**src/hw/qei_regs.svh**
```systemverilog
`ifndef QEI_REGS_SVH
`define QEI_REGS_SVH
// register offsets (byte addresses, one word each)
`define QEI_OFF_CTRL      8'h00
`define QEI_OFF_STATUS    8'h04
`define QEI_OFF_POS       8'h08
`define QEI_OFF_MAXPOS    8'h0C
`define QEI_OFF_VELCFG    8'h10
`define QEI_OFF_VELPER    8'h14
`define QEI_OFF_VELRES    8'h18
`define QEI_OFF_VELACC    8'h1C
`define QEI_OFF_INT_EN    8'h20
`define QEI_OFF_INT_DIS   8'h24
`define QEI_OFF_INT_RAW   8'h28
`define QEI_OFF_INT_MSK   8'h2C
`define QEI_OFF_INT_CLR   8'h30
// control field positions
`define QEI_CTRL_ENABLE   0
`define QEI_CTRL_VEL_EN   1
`define QEI_CTRL_RST_IDX  2
`define QEI_CTRL_STEPDIR  3
`define QEI_CTRL_CAP_AB   4
`define QEI_CTRL_SWAP     5
// status field positions
`define QEI_STAT_ERROR    0
`define QEI_STAT_DIR      1
// interrupt bit positions
`define QEI_IRQ_INDEX     0
`define QEI_IRQ_TIMER     1
`define QEI_IRQ_DIR       2
`define QEI_IRQ_ERROR     3
// reset values
`define QEI_RST_CTRL      6'h00
`define QEI_RST_MAXPOS    32'hFFFFFFFF
`define QEI_RST_VELPER    32'h00000001
`define QEI_RST_PREDIV    3'h0
`endif

```
**src/hw/qei_pkg.sv**
```systemverilog
package qei_pkg;
  typedef logic [3:0] qei_irq_t;   // index, timer, dir, error
  typedef struct packed {
    logic [7:0]  addr;   // byte address
    logic [31:0] wdata;  // write data
    logic        wr;     // write strobe
    logic        rd;     // read strobe
  } qei_bus_req_s;
  typedef struct packed {
    logic a;       // channel a or step clock
    logic b;       // channel b or direction level
    logic index;   // index pulse
  } qei_enc_in_s;
  typedef struct packed {
    logic step;     // one position increment
    logic reverse;  // direction of that increment
    logic error;    // both phases changed together
    logic index;    // index rising edge
  } qei_dec_out_s;
endpackage : qei_pkg

```
**src/hw/qei_core.sv**
```systemverilog
// Summary of operation
// - four interrupt sources in one field
// - clear-by-mask drops selected sources only
// - enable mask gates sources onto interrupt
// - read raw or masked interrupt status
// - position counter always readable
// - position write reloads counter
// - unaligned until first index in index mode
// - predivide increments by 1 to 128
// - accumulate over period, save, restart
// - velocity capture has own enable
// - no velocity capture while encoder disabled
// - last completed velocity count readable
// - simultaneous phase change flags error
// - phase and clock/direction modes
// - index resets to max reverse, else zero
// - events set matching interrupt sources
`timescale 1ns/10ps
`default_nettype none
`include "qei_regs.svh"
module qei_core #(
  parameter int PRED_W = 3  // predivide select width, 2**7 = 128 top
) (
  input  wire logic                  clock_i,
  input  wire logic                  rst_n_i,
  input  wire qei_pkg::qei_bus_req_s bus_i,
  output logic [31:0]                rdata_o,
  input  wire qei_pkg::qei_enc_in_s  pins_i,
  output logic                       irq_o,
  output logic                       direction_o,
  output logic [31:0]                position_o
);
  import qei_pkg::*;

  typedef struct packed {
    logic [5:0]        ctrl;        // enable, vel enable, modes
    logic [31:0]       pos;         // position counter
    logic [31:0]       maxpos;      // max position value
    logic [PRED_W-1:0] prediv;      // log2 of predivide
    logic [31:0]       period;      // velocity period ticks
    logic [31:0]       tick_cnt;    // ticks left in period
    logic [7:0]        div_cnt;     // predivider counter
    logic [31:0]       vel_acc;     // running velocity count
    logic [31:0]       vel_res;     // completed period count
    qei_irq_t          irq_en;      // enable mask
    qei_irq_t          irq_raw;     // sticky raw status
    logic              err_flag;    // phase error indicator
    logic              dir;         // 1 = reverse
    logic              dir_valid;   // a direction has been seen
    logic              aligned;     // index seen since mode set
    logic              irq;         // registered interrupt
    logic [31:0]       rdata;       // read data register
  } qei_state_s;

  qei_state_s   st_reg;   // registered state
  qei_state_s   st_next;  // next state
  qei_dec_out_s ev;       // decoder events
  logic         enc_en;   // encoder running
  logic         vel_run;  // velocity capture running
  logic [7:0]   div_max;  // predivide terminal count
  qei_irq_t     set_v;    // events this cycle

  qei_decoder u_dec (
    .clock_i    (clock_i),
    .rst_n_i    (rst_n_i),
    .pins_i     (pins_i),
    .step_dir_i (st_reg.ctrl[`QEI_CTRL_STEPDIR]),
    .cap_ab_i   (st_reg.ctrl[`QEI_CTRL_CAP_AB]),
    .swap_i     (st_reg.ctrl[`QEI_CTRL_SWAP]),
    .ev_o       (ev)
  );

  assign enc_en  = st_reg.ctrl[`QEI_CTRL_ENABLE];
  // velocity needs both enables
  assign vel_run = enc_en & st_reg.ctrl[`QEI_CTRL_VEL_EN];
  // divide by 2**prediv: 1,2,4..128
  assign div_max = 8'((9'h001 << st_reg.prediv) - 9'h001);

  assign rdata_o     = st_reg.rdata;
  assign irq_o       = st_reg.irq;
  assign direction_o = st_reg.dir;
  assign position_o  = st_reg.pos;

  // all block behaviour in one pass
  always_comb begin
    st_next = st_reg;
    set_v   = '0;

    // position integrator, only while enabled
    if (enc_en && ev.step) begin
      if (ev.reverse) begin
        st_next.pos = (st_reg.pos == 32'h00000000) ? st_reg.maxpos : st_reg.pos - 32'h00000001;
      end else begin
        st_next.pos = (st_reg.pos >= st_reg.maxpos) ? 32'h00000000 : st_reg.pos + 32'h00000001;
      end
      // direction held while stationary
      st_next.dir       = ev.reverse;
      st_next.dir_valid = 1'b1;
      if (st_reg.dir_valid && (ev.reverse != st_reg.dir)) begin
        set_v[`QEI_IRQ_DIR] = 1'b1;
      end
    end
    if (enc_en && ev.error) begin
      st_next.err_flag      = 1'b1;
      set_v[`QEI_IRQ_ERROR] = 1'b1;
    end
    if (enc_en && ev.index) begin
      set_v[`QEI_IRQ_INDEX] = 1'b1;
      if (st_reg.ctrl[`QEI_CTRL_RST_IDX]) begin
        // only now is the counter aligned
        st_next.aligned = 1'b1;
        st_next.pos     = st_reg.dir ? st_reg.maxpos : 32'h00000000;
      end
    end

    // velocity capture
    if (vel_run) begin
      if (ev.step) begin
        // predivided increment feeds accumulator
        if (st_reg.div_cnt >= div_max) begin
          st_next.div_cnt = 8'h00;
          st_next.vel_acc = st_reg.vel_acc + 32'h00000001;
        end else begin
          st_next.div_cnt = st_reg.div_cnt + 8'h01;
        end
      end
      if (st_reg.tick_cnt <= 32'h00000001) begin
        // period over: save, restart
        st_next.vel_res       = st_next.vel_acc;
        st_next.vel_acc       = 32'h00000000;
        st_next.tick_cnt      = st_reg.period;  // a zero period acts as one
        set_v[`QEI_IRQ_TIMER] = 1'b1;
      end else begin
        st_next.tick_cnt = st_reg.tick_cnt - 32'h00000001;
      end
    end else begin
      // idle: reload so a fresh enable starts a full period
      st_next.tick_cnt = st_reg.period;
      st_next.div_cnt  = 8'h00;
      st_next.vel_acc  = 32'h00000000;
    end

    // register writes
    if (bus_i.wr) begin
      case (bus_i.addr)
        `QEI_OFF_CTRL: begin
          st_next.ctrl = bus_i.wdata[5:0];
          if (bus_i.wdata[`QEI_CTRL_RST_IDX] && !st_reg.ctrl[`QEI_CTRL_RST_IDX]) begin
            st_next.aligned = 1'b0;
          end
        end
        `QEI_OFF_STATUS: begin
          if (bus_i.wdata[`QEI_STAT_ERROR]) begin
            st_next.err_flag = 1'b0;
          end
        end
        `QEI_OFF_POS:    st_next.pos    = bus_i.wdata;
        `QEI_OFF_MAXPOS: st_next.maxpos = bus_i.wdata;
        `QEI_OFF_VELCFG: st_next.prediv = bus_i.wdata[PRED_W-1:0];
        `QEI_OFF_VELPER: st_next.period = bus_i.wdata;
        `QEI_OFF_INT_EN:  st_next.irq_en = st_reg.irq_en | bus_i.wdata[3:0];
        `QEI_OFF_INT_DIS: st_next.irq_en = st_reg.irq_en & ~bus_i.wdata[3:0];
        `QEI_OFF_INT_CLR: st_next.irq_raw = st_reg.irq_raw & ~bus_i.wdata[3:0];
        default: begin
          // unmapped or read-only: write ignored
        end
      endcase
    end
    // error event wins over a same-cycle clear
    if (enc_en && ev.error) begin
      st_next.err_flag = 1'b1;
    end
    // sticky, set wins over clear
    st_next.irq_raw = st_next.irq_raw | set_v;
    // only enabled sources reach the line
    st_next.irq = |(st_next.irq_raw & st_next.irq_en);

    // read data, valid in the cycle after the strobe
    st_next.rdata = 32'h00000000;
    if (bus_i.rd) begin
      case (bus_i.addr)
        `QEI_OFF_CTRL:    st_next.rdata = {26'h0000000, st_reg.ctrl};
        `QEI_OFF_STATUS:  st_next.rdata = {29'h00000000, st_reg.aligned, st_reg.dir, st_reg.err_flag};
        `QEI_OFF_POS:     st_next.rdata = st_reg.pos;
        `QEI_OFF_MAXPOS:  st_next.rdata = st_reg.maxpos;
        `QEI_OFF_VELCFG:  st_next.rdata = {{(32-PRED_W){1'b0}}, st_reg.prediv};
        `QEI_OFF_VELPER:  st_next.rdata = st_reg.period;
        `QEI_OFF_VELRES:  st_next.rdata = st_reg.vel_res;
        `QEI_OFF_VELACC:  st_next.rdata = st_reg.vel_acc;
        `QEI_OFF_INT_EN:  st_next.rdata = {28'h0000000, st_reg.irq_en};
        `QEI_OFF_INT_RAW: st_next.rdata = {28'h0000000, st_reg.irq_raw};
        `QEI_OFF_INT_MSK: st_next.rdata = {28'h0000000, st_reg.irq_raw & st_reg.irq_en};
        default:          st_next.rdata = 32'h00000000;  // unmapped reads zero
      endcase
    end
  end

  // single state register
  always_ff @(posedge clock_i or negedge rst_n_i) begin
    if (!rst_n_i) begin
      st_reg        <= '0;
      st_reg.ctrl   <= `QEI_RST_CTRL;
      st_reg.maxpos <= `QEI_RST_MAXPOS;
      st_reg.period <= `QEI_RST_VELPER;
      st_reg.prediv <= PRED_W'(`QEI_RST_PREDIV);
    end else begin
      st_reg <= st_next;
    end
  end
endmodule : qei_core
`default_nettype wire

```
**src/hw/qei_decoder.sv**
```systemverilog
`timescale 1ns/10ps
`default_nettype none
// turns raw encoder pins into step, direction, error and index events
module qei_decoder (
  input  wire logic                 clock_i,
  input  wire logic                 rst_n_i,
  input  wire qei_pkg::qei_enc_in_s pins_i,
  input  wire logic                 step_dir_i,  // clock/direction mode
  input  wire logic                 cap_ab_i,    // count both channels
  input  wire logic                 swap_i,      // swap a and b
  output var qei_pkg::qei_dec_out_s ev_o
);
  import qei_pkg::*;

  typedef struct packed {
    logic         a;
    logic         b;
    logic         idx;
    qei_dec_out_s ev;
  } qei_dec_state_s;

  qei_dec_state_s st_reg;   // registered state
  qei_dec_state_s st_next;  // next state
  logic           a_in;     // after optional swap
  logic           b_in;

  assign a_in = swap_i ? pins_i.b : pins_i.a;
  assign b_in = swap_i ? pins_i.a : pins_i.b;
  assign ev_o = st_reg.ev;

  // edge detection; events last one cycle
  always_comb begin
    st_next       = st_reg;
    st_next.a     = a_in;
    st_next.b     = b_in;
    st_next.idx   = pins_i.index;
    st_next.ev    = '0;
    st_next.ev.index = pins_i.index & ~st_reg.idx;
    if (step_dir_i) begin
      // rising step edge counts, b is the direction level
      st_next.ev.step    = a_in & ~st_reg.a;
      st_next.ev.reverse = b_in;
    end else if ((a_in != st_reg.a) && (b_in != st_reg.b)) begin
      // both phases moved at once: direction unknown, no count
      st_next.ev.error = 1'b1;
    end else if (a_in != st_reg.a) begin
      // a edge: leads b when a != b after the edge
      st_next.ev.step    = 1'b1;
      st_next.ev.reverse = (a_in == b_in);
    end else if ((b_in != st_reg.b) && cap_ab_i) begin
      st_next.ev.step    = 1'b1;
      st_next.ev.reverse = (a_in != b_in);
    end
  end

  // constant reset; pins sampled only after release
  always_ff @(posedge clock_i or negedge rst_n_i) begin
    if (!rst_n_i) begin
      st_reg <= '0;
    end else begin
      st_reg <= st_next;
    end
  end
endmodule : qei_decoder
`default_nettype wire

```
**config.mk**
```make
export PLATFORM = sky130hd
export DESIGN_NAME = qei_core
export DESIGN_NICKNAME = d
export VERILOG_FILES = /design/src/hw/qei_pkg.sv /design/src/hw/qei_core.sv /design/src/hw/qei_decoder.sv
export VERILOG_INCLUDE_DIRS = /design/src /design/src/hw
export SDC_FILE = /design/constraint.sdc
export NUM_CORES = 1
export LEC_CHECK = 0
export ABC_CLOCK_PERIOD_IN_PS = 6600
export BUFFER_PORTS_ARGS = -buffer_cell sky130_fd_sc_hd__buf_4
export CAP_MARGIN = 20
export CORE_MARGIN = 1.5
export CORE_UTILIZATION = 50
export DETAILED_ROUTE_END_ITERATION = 10
export PLACE_DENSITY = 0.68
export SETUP_SLACK_MARGIN = 0.2
export SYNTH_ARGS = -nofsm -noshare
export SYNTH_HDL_FRONTEND = slang
export SYNTH_SLANG_ARGS = --single-unit
export TNS_END_PERCENT = 20
```
**constraint.sdc**
```tcl
create_clock -name clock_i -period 6.6 [get_ports clock_i]
set_clock_uncertainty 0.15 [all_clocks]
set_input_delay 0.66 -clock clock_i [delete_from_list [all_inputs] [get_ports clock_i]]
set_output_delay 0.66 -clock clock_i [all_outputs]
set_load 0.02 [all_outputs]
```
==> flow_metrics.env <==
export IMPL_drc_errors=0
export IMPL_crit_fanout=9
export IMPL_gp_congestion=0.950
export IMPL_htree_levels=1
export IMPL_worstSetupPathType="reg -> reg"
export IMPL_fmax_ghz=0.257
export IMPL_finalSetupViolCount=0
export IMPL_ys_flop_type="dfrtp_1"
export IMPL_grt_pass1_wl_um=75800
export IMPL_cts_resized=0
export IMPL_ys_ff_latch=261
export IMPL_die_w_um=181
export IMPL_drt_iter0_drc=1415
export IMPL_viasPerCell=6.26
export IMPL_startpoint_type="register"
export IMPL_yosys_cell_count_top_type="dfrtp_1"
export IMPL_critPathArrivalTime_ns=4.17
export IMPL_rsz0062_at_grt="no"
export IMPL_synth_distinct_cells=80
export IMPL_setup_ws_ns=2.71
export IMPL_yosysWarnings=0
export IMPL_synthTopCellsByCount="228 x dfrtp_1, 186 x nand2_1, 138 x o21ai_0, 122 x nor2_1, 117 x a21oi_1"
export IMPL_insertion_delay_ns=0.56
export IMPL_core_area_mm2=0.0315
export IMPL_hold_buffers=0
export IMPL_synth_area_leader_cell="dfrtp_1"
export IMPL_crit_path_end_kind="register"
export IMPL_power_mw=4.90
export IMPL_postCtsSetupBuffers=0
export IMPL_syn_cell_area_mm2=0.0159
export IMPL_grt_pass1_vias=13203
export IMPL_synthTopCellsByArea="dfrtp_1 36%, mux2_2 7.7%, dfstp_2 5.4%"
export IMPL_synth_top_area_frac=0.358
export IMPL_grt_use_total=0.294
export IMPL_hold_path_class="in -> async"
export IMPL_num_vias=13494
export IMPL_start_util=0.506
export IMPL_clk_pin_slew_ns=0.06
export IMPL_cts_made_buffers=29
export IMPL_pwr_density_cell_mw_per_mm2=279
export IMPL_required_ns=6.88
export IMPL_dp_hpwl_um=33000
export IMPL_status="finished, final reports clean"
export IMPL_syn_num_nets=1839
export IMPL_clock_sinks=261
export IMPL_cts_tree="done"
export IMPL_largest_reg_flops=187
export IMPL_ir_drop_v=0.000253
export IMPL_placementRows=65
export IMPL_grt_max_degree=147
export IMPL_cts_root_buffer="clkbuf_16"
export IMPL_crit_path_max_incr_delay_ns=0.54
export IMPL_worst_pin_slew_ns=1.06
export IMPL_final_period_utilization=0.590
export IMPL_antenna_cells=0
export IMPL_num_io_pins=113
export IMPL_wirelength_um=48300
export IMPL_async_flop_share=1.00
export IMPL_crit_slowest_cell="nand4_1"
export IMPL_path_common_cell="ha_1"
export IMPL_leakage_nw=7.37
export IMPL_final_util=0.559
export IMPL_relSlewSlack=0.289
export IMPL_dpl_cell_area_mm2=0.0165
export IMPL_pre_cts_ws_ns=2.77
export IMPL_ant_nets=0
export IMPL_antenna_found_initial=0
export IMPL_synth_seq_area_share=0.413
export IMPL_die_area_mm2=0.0329
export IMPL_crit_chain="or3_1, ha_1, nor3_1, a21o_1, a21oi_1, ha_1, nand3_1, o211ai_1, nand4_1, nor4_1, xnor2_1, o21ai_0"
export IMPL_cts_max_path_buffers=3
export IMPL_die_h_um=181
export IMPL_port_buffers=112
export IMPL_syn2layout_area_growth_pct=10.5
export IMPL_fin_setup_tns_ns=0
export IMPL_grt_overflow_total=0
export IMPL_slew_violations=0
export IMPL_hold_violations=0
export IMPL_design_area_mm2=0.0176
export IMPL_drive_gt1_frac=0.205
export IMPL_max_cap_viol_count=0
export IMPL_synth_edff_count=0
export IMPL_syn_avg_cell_area_um2=9.13
export IMPL_synth_cells=1743
export IMPL_post_drt_wl_per_cell_um=22.4
export IMPL_finalCriticalPeriod_ns=3.89
export IMPL_first_pass_iters=6
export IMPL_fin_nets=1828
## layout make-up
cell class | count | area (um^2)
fillers | 2829 | 13900
multi-input cells | 1252 | 8190
flip-flops and latches | 261 | 6570
repair buffers | 135 | 1060
clock buffers | 32 | 747
well taps | 402 | 503
clock inverters | 21 | 308
inverters | 53 | 199
## worst max-delay path: cells and delay by family (launching register included)
| kind | cells | cell delay [ns] |
|---|---|---|
| xor gates and xnor gates | 1 | 0.18 |
| DFF | 1 | 0.46 |
| and+or+nand+nor | 5 | 1.72 |
| adders and majority gates | 2 | 0.61 |
| AOI/OAI and AO/OA | 4 | 0.64 |
## cell families after synthesis
logic type / after synthesis / synth area share
AOI/OAI and AO/OA: 443 / 0.176
xor gates and xnor gates: 83 / 0.0457
adders and majority gates: 49 / 0.0385
buffers and inverters: 230 / 0.0737
DFF: 261 / 0.413
muxes: 116 / 0.0815
other: 1 / 0.000236
and+or+nand+nor: 560 / 0.171
## through the flow
| step | hold slack, ns | instances |
|---|---|---|
| floorplan | 0.214 | 1743 |
| global placement | 0.234 | 2100 |
| detailed placement | 0.250 | 2101 |
| CTS | 0.0508 | 2154 |
| global route | 0.0520 | 2156 |
| finish | 0.0414 | 2156 |
## cell usage in the layout, fill, tap and decap left out, drive strengths merged, types with 17 or more instances in the layout
cell type / count
nand2: 187
inv: 55
ha: 49
nor2: 124
nand4: 28
xor2: 21
buf: 135
a21o: 21
a21oi: 118
xnor2: 62
and3: 18
dfstp: 33
or3: 17
a22oi: 59
nor4: 27
clkbuf: 32
dfrtp: 228
nor3: 53
mux2: 109
o21ai: 147
nand3: 56
## worst paths after layout
path	startpoint	to	slack (ns)	depth (start not counted)
hold / removal	rst_n_i	st_reg[137]	0.04	1
setup / recovery	st_reg[182]	st_reg[74]	2.71	12
min in group clock_i	pins_i[0]	u_dec.st_reg[4]	0.07	1
max in group asynchronous	rst_n_i	position_o[12]	4.93	2
setup reg to reg	st_reg[182]	st_reg[74]	2.71	12
hold reg to reg	u_dec.st_reg[4]	u_dec.ev_o[0]	0.25	1
## routing by layer
| layer | up-vias | GRT usage | share of wire |
|---|---|---|---|
| li1 | 6168 | - | - |
| met1 | 6513 | 0.416 | 0.44 |
| met2 | 682 | 0.447 | 0.44 |
| met3 | 131 | 0.0413 | 0.075 |
| met4 | 0 | 0.139 | 0.052 |
| met5 | - | 0 | 0 |
## report_power, final
group / switching (mW) / leakage [nW] / internal, mW
Combinational: 0.623 / 3.68 / 0.469
Sequential: 0.302 / 3.18 / 1.71
Clock: 0.701 / 0.509 / 1.09
Total: 1.63 / 7.37 / 3.28
Power figures use the tool's default switching activity.
